**src/rtl/mic_consts.svh**
```systemverilog
`ifndef MIC_CONSTS_SVH
`define MIC_CONSTS_SVH
// Notes on behaviour
// - Nonmaskable request on selected edge, ignores mask.
// - Nonmaskable wins; accepted at instruction end.
// - Accepting nonmaskable sets the mask bit.
// - Nonmaskable uses vector 3 at 0x0006.
// - Each external line: low level or falling edge.
// - Mask blocks all lines; per-line enables.
// - Accepting maskable request sets mask bit.
// - Level-sensed lines read live, no latch.
// - Edge captured only when enabled, even masked.
// - Line zero highest, line seven lowest.
// - Lines sensed regardless of pin direction.
// - Nineteen internal sources, masked and enabled.
// - Internal flags are never cleared here.
// - Peripheral flag clears after read-then-write zero.
// - Vanished request: next pending, else reset vector; a vanished external line keeps its own vector while another external line pends.
// - No evaluation after condition-code-writing instructions.
// - Edge requests stay latched across deferral.
// - Decision takes 2 states external, 1 internal.
// - Internal request wakes the sleeping processor.
// - Word accesses force address bit zero low.
// - Condition codes stacked in both bytes.
// - Edge select: 0 falling, 1 rising.
// - Sense select: 0 level, 1 falling edge.
// - Latched edge survives clearing its enable.
// - Reset disables all external lines.

`define MIC_SYSCTRL_ADDR 16'hffc4
`define MIC_SENSE_ADDR 16'hffc6
`define MIC_ENABLE_ADDR 16'hffc7
`define MIC_PENDING_ADDR 16'hffc8
`define MIC_SYSCTRL_RESET 8'h09
`define MIC_SYSCTRL_FIXED 8'h08
`define MIC_EDGE_SEL_BIT 2
`define MIC_SENSE_RESET 8'h00
`define MIC_ENABLE_RESET 8'h00
`define MIC_NMI_VECTOR 8'h03
`define MIC_EXT_VECTOR_BASE 8'h04
`define MIC_INT_VECTOR_BASE 8'h0c
`define MIC_RESET_VECTOR 8'h00
`define MIC_DECIDE_EXT 2'h2
`define MIC_DECIDE_INT 2'h1
`define MIC_PC_SLOT 16'h0002
`define MIC_CC_SLOT 16'h0004
`endif

```
**src/rtl/mic_pkg.sv**
```systemverilog
package mic_pkg;

    typedef enum logic [6:0] {
        ST_IDLE = 7'b0000001,
        ST_DECIDE = 7'b0000010,
        ST_PUSH_PC = 7'b0000100,
        ST_PUSH_CC = 7'b0001000,
        ST_FETCH = 7'b0010000,
        ST_WAIT = 7'b0100000,
        ST_LOAD = 7'b1000000
    } mic_state_t;

    typedef enum logic [1:0] {
        SRC_NONE = 2'h0,
        SRC_NMI = 2'h1,
        SRC_EXT = 2'h2,
        SRC_INT = 2'h3
    } mic_src_t;

    typedef struct packed {
        logic [8:0] syncA;
        logic [8:0] syncB;
        logic [8:0] syncC;
        logic [8:0] pinLvl;
        logic [7:0] sysCtrl;
        logic [7:0] senseSel;
        logic [7:0] lineEn;
        logic nmiLatch;
        logic [7:0] edgeLatch;
        mic_state_t state;
        logic [1:0] decCnt;
        mic_src_t srcKind;
        logic [4:0] srcIdx;
        logic [7:0] rdData;
        logic [15:0] memAddr;
        logic [15:0] memWdata;
        logic memWe;
        logic memRe;
        logic setMask;
        logic pcLoad;
        logic [15:0] newPc;
        logic [15:0] newSp;
        logic wake;
        logic [7:0] ccRestore;
        logic excBusy;
    } mic_regs_t;

endpackage : mic_pkg

```
**src/rtl/mic_interrupt_controller.sv**
```systemverilog
// Local design decisions: the register offsets and the strobed register port.
`timescale 1ns/1ps
`include "mic_consts.svh"

module mic_interrupt_controller #(
    parameter int NUM_INT = 19
) (
    input wire logic sys_clk,
    input wire logic reset_n,
    input wire logic nonmaskablePin,
    input wire logic [7:0] maskableExternalLines,
    input wire logic [NUM_INT-1:0] internalFlags,
    input wire logic [NUM_INT-1:0] internalEnables,
    input wire logic [15:0] regAddr,
    input wire logic [7:0] regWdata,
    input wire logic regWrite,
    input wire logic regRead,
    output logic [7:0] regRdata,
    input wire logic instrEnd,
    input wire logic instrWritesCc,
    input wire logic ccMask,
    input wire logic [7:0] ccValue,
    input wire logic [15:0] pcValue,
    input wire logic [15:0] spValue,
    input wire logic sleeping,
    input wire logic rteStrobe,
    input wire logic [15:0] rteCcWord,
    input wire logic [15:0] memRdata,
    output logic [15:0] memAddr,
    output logic [15:0] memWdata,
    output logic memWrite,
    output logic memRead,
    output logic setMask,
    output logic pcLoad,
    output logic [15:0] newPc,
    output logic [15:0] newSp,
    output logic wakeCore,
    output logic [7:0] ccRestore,
    output logic excBusy
);

    if (NUM_INT < 1 || NUM_INT > 32) begin : g_bad_num_int
        $error("NUM_INT must lie between 1 and 32.");
    end

    // ----------------------------------------------------------------
    // Reset release
    // ----------------------------------------------------------------

    logic [1:0] rstSync_q;
    logic rstN;

    always_ff @(posedge sys_clk or negedge reset_n) begin
        if (!reset_n) begin
            rstSync_q <= 2'b00;
        end else begin
            rstSync_q <= {rstSync_q[0], 1'b1};
        end
    end

    assign rstN = rstSync_q[1];

    // ----------------------------------------------------------------
    // Helpers
    // ----------------------------------------------------------------

    // Returns the lowest set bit index plus a found flag in bit 5.
    function automatic logic [5:0] pickLowest(input logic [31:0] req);
        logic [5:0] res;
        res = 6'h00;
        for (int i = 31; i >= 0; i--) begin
            if (req[i]) begin
                res = {1'b1, 5'(i)};
            end
        end
        return res;
    endfunction : pickLowest

    // Word accesses ignore the least significant address bit.
    function automatic logic [15:0] wordAddr(input logic [15:0] a);
        return {a[15:1], 1'b0};
    endfunction : wordAddr

    // ----------------------------------------------------------------
    // State
    // ----------------------------------------------------------------

    mic_pkg::mic_regs_t r_q;
    mic_pkg::mic_regs_t r_d;

    logic [7:0] extPend;
    logic [31:0] intPend;
    logic [5:0] extPick;
    logic [5:0] intPick;
    mic_pkg::mic_src_t bestKind;
    logic [4:0] bestIdx;
    logic [8:0] lvlNext;
    logic nmiEdge;
    logic [7:0] fallEdge;
    logic [7:0] vecNum;

    always_comb begin
        r_d = r_q;
        r_d.memWe = 1'b0;
        r_d.memRe = 1'b0;
        r_d.setMask = 1'b0;
        r_d.pcLoad = 1'b0;
        r_d.wake = 1'b0;

        // Three-stage synchronisers; a level counts once stages two and three agree.
        r_d.syncA = {nonmaskablePin, maskableExternalLines};
        r_d.syncB = r_q.syncA;
        r_d.syncC = r_q.syncB;
        for (int i = 0; i < 9; i++) begin
            lvlNext[i] = (r_q.syncB[i] == r_q.syncC[i]) ? r_q.syncC[i] : r_q.pinLvl[i];
        end
        r_d.pinLvl = lvlNext;

        // Nonmaskable edge, falling or rising by the select bit.
        if (r_q.sysCtrl[`MIC_EDGE_SEL_BIT]) begin
            nmiEdge = ~r_q.pinLvl[8] & lvlNext[8];
        end else begin
            nmiEdge = r_q.pinLvl[8] & ~lvlNext[8];
        end
        fallEdge = r_q.pinLvl[7:0] & ~lvlNext[7:0];

        // Pending requests.
        for (int i = 0; i < 8; i++) begin
            if (r_q.senseSel[i]) begin
                extPend[i] = r_q.edgeLatch[i] & ~ccMask;
            end else begin
                extPend[i] = r_q.lineEn[i] & ~r_q.pinLvl[i] & ~ccMask;
            end
        end
        intPend = 32'h0;
        intPend[NUM_INT-1:0] = internalFlags & internalEnables & {NUM_INT{~ccMask}};
        extPick = pickLowest({24'h0, extPend});
        intPick = pickLowest(intPend);
        if (r_q.nmiLatch) begin
            bestKind = mic_pkg::SRC_NMI;
            bestIdx = 5'h0;
        end else if (extPick[5]) begin
            bestKind = mic_pkg::SRC_EXT;
            bestIdx = extPick[4:0];
        end else if (intPick[5]) begin
            bestKind = mic_pkg::SRC_INT;
            bestIdx = intPick[4:0];
        end else begin
            bestKind = mic_pkg::SRC_NONE;
            bestIdx = 5'h0;
        end

        case (r_q.srcKind)
            mic_pkg::SRC_NMI: vecNum = `MIC_NMI_VECTOR;
            mic_pkg::SRC_EXT: vecNum = `MIC_EXT_VECTOR_BASE + {3'h0, r_q.srcIdx};
            mic_pkg::SRC_INT: vecNum = `MIC_INT_VECTOR_BASE + {3'h0, r_q.srcIdx};
            default: vecNum = `MIC_RESET_VECTOR;
        endcase

        // Sleeping core wakes on a pending, unmasked, enabled internal request.
        if (sleeping && intPick[5]) begin
            r_d.wake = 1'b1;
        end

        // Register port.
        if (regWrite) begin
            case (regAddr)
                `MIC_SYSCTRL_ADDR: r_d.sysCtrl = regWdata | `MIC_SYSCTRL_FIXED;
                `MIC_SENSE_ADDR: r_d.senseSel = regWdata;
                `MIC_ENABLE_ADDR: r_d.lineEn = regWdata;
                default: ;
            endcase
        end
        if (regRead) begin
            case (regAddr)
                `MIC_SYSCTRL_ADDR: r_d.rdData = r_q.sysCtrl;
                `MIC_SENSE_ADDR: r_d.rdData = r_q.senseSel;
                `MIC_ENABLE_ADDR: r_d.rdData = r_q.lineEn;
                `MIC_PENDING_ADDR: r_d.rdData = r_q.edgeLatch;
                default: r_d.rdData = 8'h00;
            endcase
        end

        if (rteStrobe) begin
            r_d.ccRestore = rteCcWord[15:8];
        end

        // Sequencer; internal flags are read only, never cleared here
        case (r_q.state)
            mic_pkg::ST_IDLE: begin
                // Evaluation is skipped after a condition-code write.
                if (instrEnd && !instrWritesCc && bestKind != mic_pkg::SRC_NONE) begin
                    r_d.state = mic_pkg::ST_DECIDE;
                    r_d.excBusy = 1'b1;
                    r_d.srcKind = bestKind;
                    r_d.srcIdx = bestIdx;
                    r_d.decCnt = (bestKind == mic_pkg::SRC_INT) ?
                        `MIC_DECIDE_INT - 2'h1 : `MIC_DECIDE_EXT - 2'h1;
                end
            end
            mic_pkg::ST_DECIDE: begin
                if (r_q.decCnt != 2'h0) begin
                    r_d.decCnt = r_q.decCnt - 2'h1;
                end else begin
                    // A request gone meanwhile yields to the next one or to reset; a gone external line keeps its index while another external line pends.
                    if (!(r_q.srcKind == mic_pkg::SRC_NMI) && bestKind != r_q.srcKind) begin
                        r_d.srcKind = bestKind;
                        r_d.srcIdx = bestIdx;
                    end else if (r_q.srcKind == mic_pkg::SRC_INT &&
                                 !intPend[r_q.srcIdx]) begin
                        r_d.srcKind = bestKind;
                        r_d.srcIdx = bestIdx;
                    end
                    r_d.setMask = 1'b1;
                    r_d.state = mic_pkg::ST_PUSH_PC;
                    r_d.memWe = 1'b1;
                    r_d.memAddr = wordAddr(spValue - `MIC_PC_SLOT);
                    r_d.memWdata = pcValue;
                end
            end
            mic_pkg::ST_PUSH_PC: begin
                r_d.state = mic_pkg::ST_PUSH_CC;
                r_d.memWe = 1'b1;
                r_d.memAddr = wordAddr(spValue - `MIC_CC_SLOT);
                r_d.memWdata = {ccValue, ccValue};
            end
            mic_pkg::ST_PUSH_CC: begin
                r_d.state = mic_pkg::ST_FETCH;
                r_d.memRe = 1'b1;
                r_d.memAddr = wordAddr({7'h0, vecNum, 1'b0});
                r_d.newSp = wordAddr(spValue - `MIC_CC_SLOT);
            end
            mic_pkg::ST_FETCH: begin
                r_d.state = mic_pkg::ST_WAIT;
            end
            mic_pkg::ST_WAIT: begin
                r_d.newPc = memRdata;
                r_d.pcLoad = 1'b1;
                r_d.state = mic_pkg::ST_LOAD;
            end
            mic_pkg::ST_LOAD: begin
                r_d.excBusy = 1'b0;
                r_d.srcKind = mic_pkg::SRC_NONE;
                r_d.state = mic_pkg::ST_IDLE;
            end
            default: begin
                r_d.state = mic_pkg::ST_IDLE;
                r_d.excBusy = 1'b0;
            end
        endcase

        // Latch update: the acceptance clear loses to a fresh edge.
        if (r_d.setMask && r_d.srcKind == mic_pkg::SRC_NMI) begin
            r_d.nmiLatch = 1'b0;
        end
        if (nmiEdge) begin
            r_d.nmiLatch = 1'b1;
        end
        for (int i = 0; i < 8; i++) begin
            if (r_d.setMask && r_d.srcKind == mic_pkg::SRC_EXT &&
                r_d.srcIdx == 5'(i) && r_q.senseSel[i]) begin
                r_d.edgeLatch[i] = 1'b0;
            end
            if (fallEdge[i] && r_q.lineEn[i] && r_q.senseSel[i]) begin
                r_d.edgeLatch[i] = 1'b1;
            end
        end
    end

    always_ff @(posedge sys_clk or negedge rstN) begin
        if (!rstN) begin
            r_q <= '0;
            r_q.syncA <= 9'h1ff;
            r_q.syncB <= 9'h1ff;
            r_q.syncC <= 9'h1ff;
            r_q.pinLvl <= 9'h1ff;
            r_q.sysCtrl <= `MIC_SYSCTRL_RESET;
            r_q.senseSel <= `MIC_SENSE_RESET;
            r_q.lineEn <= `MIC_ENABLE_RESET;
            r_q.state <= mic_pkg::ST_IDLE;
            r_q.srcKind <= mic_pkg::SRC_NONE;
        end else begin
            r_q <= r_d;
        end
    end

    // ----------------------------------------------------------------
    // Outputs
    // ----------------------------------------------------------------

    assign regRdata = r_q.rdData;
    assign memAddr = r_q.memAddr;
    assign memWdata = r_q.memWdata;
    assign memWrite = r_q.memWe;
    assign memRead = r_q.memRe;
    assign setMask = r_q.setMask;
    assign pcLoad = r_q.pcLoad;
    assign newPc = r_q.newPc;
    assign newSp = r_q.newSp;
    assign wakeCore = r_q.wake;
    assign ccRestore = r_q.ccRestore;
    assign excBusy = r_q.excBusy;

endmodule : mic_interrupt_controller

```
**config.mk**
```make
export PLATFORM = sky130hd
export DESIGN_NAME = mic_interrupt_controller
export DESIGN_NICKNAME = d
export VERILOG_FILES = /design/src/rtl/mic_pkg.sv /design/src/rtl/mic_interrupt_controller.sv
export VERILOG_INCLUDE_DIRS = /design/src /design/src/rtl
export SDC_FILE = /design/constraint.sdc
export NUM_CORES = 1
export LEC_CHECK = 0
export ABC_AREA = 1
export BUFFER_PORTS_ARGS = -buffer_cell sky130_fd_sc_hd__buf_2
export CAP_MARGIN = 20
export CORE_UTILIZATION = 54
export DETAILED_ROUTE_END_ITERATION = 8
export PLACE_DENSITY = 0.81
export SLEW_MARGIN = 20
export SYNTH_ARGS = -nofsm -noshare
export SYNTH_HDL_FRONTEND = slang
export SYNTH_SLANG_ARGS = --single-unit
```
**constraint.sdc**
```tcl
create_clock -name sys_clk -period 6 [get_ports sys_clk]
set_input_delay 0.3 -clock sys_clk [delete_from_list [all_inputs] [get_ports sys_clk]]
set_output_delay 0.3 -clock sys_clk [all_outputs]
set_load 0.02 [all_outputs]
```
==> out/qor.yml, run 1 <==
timing:
  rsz0062_at_grt: "no"
  fmax_mhz: 284.9
  slew_headroom_pct: 32.58
  post-route-min-period_ns: 3.510
  clock_skew_ns: 0.008493
  finalSetupViolCount: 0
  drv_slew: 0
  finalSetupTns_ns: 0
  worst_slack_ns: 2.490
  hold_violations: 0
  worst_hold_slack_ns: 0.06193
  worstMarginPinSlew_ns: 1.008
  fin_crit_sh_pct: 58.50
yosys:
  synthXorXnorAreaFrac_pct: 2.137
  synth_most_common_cell: "nand2_1"
  synthAdderAreaFrac_pct: 1.582
  synth-compound-area-share_pct: 9.059
  yosysUniqueCellTypes: 48
  netlist_area_mm2: 0.009019
  synthArstFlopShare_pct: 100.0
  ys.flop_type: "dfrtp_1"
  synth_simple_gate_area_share_pct: 26.05
  synth_top_cell_by_area: "dfrtp_1"
  syn_avg_cell_area_um2: 8.154
  synth_area_leaders: "dfrtp_1 37%, nand2_1 13%, dfstp_2 11%"
  synth_top_family_by_area: "simple AND/OR/NAND/NOR gates"
  synth_common_cells: "316 x nand2_1, 132 x dfrtp_1, 100 x inv_1, 85 x o21ai_0, 80 x buf_4"
  synth-seq-cells: 170
  yosysWarnings: 0
  synthCells: 1106
  yosys.area.top_type_share_pct: 36.63
  yosysSeqAreaShare_pct: 47.70
  synth_edf_count: 0
  synth_mux_area_share_pct: 0.9989
place:
  gp_congestion: 0.9310
  dp_cells: 1447
  port-buffer-count: 226
  dp_hpwl_um: 15100
  pre_cts_ws_ns: 2.526
layout:
  n_antenna_cell: 0
  area_growth_pct: 15.30
  drive_above_1_share_pct: 27.10
  post_layout_nonfiller_instances: 1489
  fin_nets: 1418
  nFillCells: 1412
worst_hold_path:
  holdPathStages: 3
  hold_path_end: "newPc[7]"
  hp-class: "in -> reg"
  min_from: "memRdata[7]"
critical_path:
  critPathSlowestCell: "inv_1"
  crit_type: "reg -> reg"
  r2r-end: "memAddr[14]"
  crit_required_ns: 6.32
  cp.arrival_ns: 3.83
  cp_cell_sequence: "nor2_1, nand2_1, inv_1, nand4_1, inv_1, nor2_1, inv_1, nor2_1, inv_1, nand2_1, clkinv_1, o221ai_1, o21a_1"
  r2r_slack_ns: 2.49
  startpoint_type: "register"
  crit_path_end_kind: "register"
  ff2ff_path_depth: 13
  crit_path_max_fanout: 19
  crit_path_max_incr_delay_ns: 0.63
  r2r_start: "r_q[99]"
  cp_common_cell: "inv_1"
power_and_ir_drop:
  irDropWorstVdd_v: 0.0002466
  finalPower_mw: 3.861
  power_density_mw_per_mm2: 371.3
  leakagePower_nw: 5.264
global_routing:
  track_usage_pct: 24.73
  overflow: 0
  grtUsageMet3_pct: 5.054
  busiest_layer: "met2"
  use_met2_pct: 40.40
  grt_max_degree: 78
  met1_usage_pct: 32.71
  grt_pass1_wl_um: 34690
  antenna_found_initial: 0
  grt_pass1_vias: 7385
detailed_routing:
  drtIter0Drc: 571
  totalWireLength_um: 20510
  ant_nets: 0
  vias_per_cell: 5.231
  wl_per_cell_um: 13.77
  dr_total_vias: 7789
  drc: 0
  first_pass_iters: 5
floorplan:
  die-width_um: 131.2
  die_h_um: 131.2
  io_pins: 238
  start_util_pct: 55.96
  core_mm2: 0.01612
  die_area_mm2: 0.01722
  rows: 46
clock_network:
  clockRootBuffer: "clkbuf_16"
  clock_latency_ns: 0.43
  clock-sinks: 170
  cts_made_buffers: 17
  post_cts_buffers: 0
  htreeDepth: 4
  cts_tree: "done"
  ctsLongestPathBuffers: 2
  cts_resized: 0
  hold_buffers: 10
  clk_pin_slew_ns: 0.07
job:
  cap_violations: 0
run_status:
  status: "completed"
## through the flow
step	area, µm²	utilization, %
floorplan	9022	-
global placement	9746	60.47
detailed placement	9746	60.47
CTS	10400	64.53
global route	10400	64.53
finish	10400	64.53
## cell families after synthesis
family | count (synthesis)
AND/OR/NAND/NOR | 531
buffers and inverters | 215
flip-flops | 170
AO/OA/AOI/OAI | 146
XOR/XNOR | 22
adder cells (fa/ha/maj) | 12
multiplexers | 8
other | 2
## registers in the layout (all words and copies together), names as in the netlist, 2 cells and up
name,count
r_q,66
r_d,18
memWdata,16
newPc,16
memAddr,15
newSp,15
ccRestore,8
regRdata,8
rstSync_q,2
## worst max-delay path, delay by kind of cell (launching register included)
family,cells,cell delay [ns]
buffers and inverters,5,1.36
DFF,1,0.40
AOI/OAI and AO/OA,2,0.36
and+or+nand+nor,6,1.27
## per-layer routing
metal | routed length (µm) | vias to the layer above
met5 | 0 | -
met4 | 493 | 0
met3 | 1255 | 48
met2 | 9713 | 326
met1 | 9046 | 3609
li1 | - | 3806
## worst max path at each step
stage	from	to	slack (ns)	depth (start not counted)
2_1_floorplan	rstSync_q[1]	ccRestore[0]	0.98	0
3_3_place_gp	r_q[100]	memAddr[14]	2.61	13
3_5_place_dp	r_q[99]	memAddr[14]	2.53	13
4_1_cts	r_q[99]	memAddr[14]	2.52	13
5_1_grt	r_q[99]	memAddr[14]	2.09	13
6_report	r_q[99]	memAddr[14]	2.49	13
## cell usage in the layout (no fill, tap or decap), drive strengths merged, types with 10 or more instances in the layout
master and instances:
nand2 327, buf 229, dfrtp 132, inv 113, o21ai 90, nand3 83
nor2 82, dfstp 38, a21oi 22, clkbuf 22, o22ai 15, xor2 14
nor3 13, nand4 13, dlygate4sd3 10, nor4 10
## final cells by class
| type | count | area (µm²) | share of cell area [%] |
|---|---|---|---|
| timing repair buffer | 239 | 1254 | 12.06 |
| sequential | 170 | 4305 | 41.40 |
| tap | 216 | 270.3 | 2.599 |
| inverter | 110 | 412.9 | 3.971 |
| multi-input combinational | 722 | 3603 | 34.65 |
| clock buffer | 22 | 474.2 | 4.560 |
| clock inverter | 10 | 78.83 | 0.7580 |
## power by group
part	total, mW	internal, mW	switching, mW	leakage, nW
Sequential	1.55	1.40	0.150	2.04
Combinational	1.28	0.433	0.846	2.95
Clock	1.03	0.571	0.458	0.279
Total	3.86	2.41	1.45	5.26
Power figures use the tool's default switching activity.
==> inputs of run 2 (changes only) <==
- CORE_UTILIZATION: 54 -> 48
- PLACE_DENSITY: 0.81 -> 0.77
- clock period: 6 -> 3 ns (I/O delays scaled with it)
==> run 2 against run 1 <==
  * The flow now finishes with violations (design-rule violations)
  * Critical endpoint is now memWdata[7]
  * Clock skew rose by 0.00093 ns
  * Flip-flop and latch count did not move
  * Design area rose by 7.0%
  * Largest cell class unchanged
  * Utilization fell by 3.4 points
  * Non-clock buffer count rose by 68
  * Routed wire length rose by 6.5%
  * Count of clock-buffer cells in the layout fell by 3
  * Die area rose by 12%
  * First-iteration DRC count fell by 3.5%
  * Worst setup slack got worse by 2.2 ns
==> out/qor.yml, run 2 (synthesis results as in run 1) <==
global_routing:
  antenna_found_initial: 0
  track_usage_pct: 23.53
  overflow: 0
  grt_max_degree: 105
  grt_pass1_vias: 7733
  grt_pass1_wl_um: 36830
place:
  dpl-instance-area_mm2: 0.009834
  dp_hpwl_um: 15270
  pre_cts_ws_ns: 0.3394
  port-buffer-count: 226
  dp_cells: 1468
  gp_congestion: 0.8704
clock_network:
  htreeDepth: 4
  clock-sinks: 170
  post_cts_buffers: 0
  clockRootBuffer: "clkbuf_16"
  clock_latency_ns: 0.43
  cts_made_buffers: 17
  ctsLongestPathBuffers: 2
  cts_tree: "done"
  clk_pin_slew_ns: 0.07
layout:
  nFillCells: 1576
  regMostFlops: "r_q"
  area_growth_pct: 23.35
  fin_area_mm2: 0.01112
  post_layout_nonfiller_instances: 1570
  n_antenna_cell: 0
  fin_nets: 1486
  final_common_cell: "nand2_1"
  final_cell_mix: "316 x nand2_1, 226 x buf_2, 131 x dfrtp_1, 100 x inv_1, 85 x o21ai_0"
  drive_above_1_share_pct: 26.55
  final_util_pct: 61.09
  largest_reg_flops: 66
power_and_ir_drop:
  leakagePower_nw: 5.578
  power_density_mw_per_mm2: 733.6
  irDropWorstVdd_v: 0.0004642
detailed_routing:
  wl_per_cell_um: 13.91
  dr_total_vias: 7942
  first_pass_iters: 7
  ant_nets: 0
  totalWireLength_um: 21850
  drtIter0Drc: 551
  vias_per_cell: 5.059
  drc: 15
timing:
  fin_crit_sh_pct: 90.22
  slew_headroom_pct: 46.50
  drv_slew: 0
  worstMarginPinSlew_ns: 0.8025
  finalSetupViolCount: 0
  fmax_mhz: 369.4
  clock_skew_ns: 0.009419
  finalSetupTns_ns: 0
  worst_slack_ns: 0.2933
  rsz0062_at_grt: "no"
  post-route-min-period_ns: 2.707
  hold_violations: 0
floorplan:
  io_pins: 238
  die_area_mm2: 0.01934
  core_mm2: 0.01821
  rows: 49
  die-width_um: 139.1
  die_h_um: 139.1
  start_util_pct: 49.53
critical_path:
  crit_type: "reg -> reg"
  startpoint_type: "register"
  crit_path_max_fanout: 21
  cp.arrival_ns: 3.01
  ff2ff_path_depth: 11
  r2r_slack_ns: 0.29
  r2r_start: "r_q[97]"
  crit_path_end_kind: "register"
  crit_required_ns: 3.30
  r2r-end: "memWdata[7]"
job:
  cap_violations: 0
worst_hold_path:
  hp-class: "in -> async"
run_status:
  failed_checks: "design-rule violations"
  status: "finished with violations"
[run 2: cell count changes in the layout (fill, tap and decap cells not counted), sizes merged]
cell | before | now
buf | 229 | 237
bufinv | 0 | 1
clkbuf | 22 | 19
clkinv | 7 | 8
clkinvlp | 0 | 1
dlygate4sd3 | 10 | 70
[run 2: routing by layer]
metal / track usage, % / wire [µm] / up-vias
met5: 0 / 0 / -
met4: 8.538 / 439 / 0
met3: 3.833 / 1175 / 37
met2: 38.89 / 10460 / 279
met1: 31.27 / 9769 / 3708
li1: - / - / 3918
[run 2: how the worst max path moves through the flow]
stage               cells past startpoint          from           end
floorplan                               0  rstSync_q[1]  ccRestore[0]
global placement                       21      r_q[140]      r_q[108]
detailed placement                     21      r_q[140]      r_q[108]
CTS                                    11      r_q[101]   memWdata[2]
global route                           20      r_q[122]      r_q[108]
finish                                 11       r_q[97]   memWdata[7]
[run 2: final cells by class]
type	count	area, µm²	area share, %
tap	229	286.5	2.576
timing repair buffer	307	1927	17.32
sequential	170	4305	38.70
inverter	110	412.9	3.712
multi-input combinational	722	3606	32.41
clock buffer	19	452.9	4.072
clock inverter	13	133.9	1.203
[run 2: critical path: stages, from the launching register on]
cell and delay, ns:
dfrtp_1 0.42, nor2_1 0.14, inv_1 0.10, nor4_4 0.22, buf_4 0.21, inv_1 0.10
nor2_1 0.15, buf_4 0.28, nor2_2 0.20, nand2_1 0.10, nand3_1 0.07, dlygate4sd3_1 0.58
[run 2: stage by stage]
stage | hold WS (ns) | total power, mW
6_report | 0.01694 | 8.161
5_1_grt | 0.007534 | 8.679
4_1_cts | 0.0002405 | 8.176
3_5_place_dp | -0.06007 | 5.742
3_3_place_gp | -0.05967 | 5.672
2_1_floorplan | -0.1456 | 5.373
[run 2: where the power goes]
group / leakage [nW] / switching [mW] / internal [mW] / total (mW)
sequential: 2.04 / 0.312 / 2.80 / 3.12
combinational: 3.25 / 1.77 / 1.09 / 2.86
clock: 0.290 / 0.972 / 1.21 / 2.19
total: 5.58 / 3.05 / 5.11 / 8.16
[run 2: timing repair]
| action | in CTS | in global routing |
|---|---|---|
| hold buffers | 70 | 0 |
| hold endpoints to repair | 58 | 0 |
| resized for setup | 0 | 1 |
| endpoints found under the setup margin | 0 | 15 |
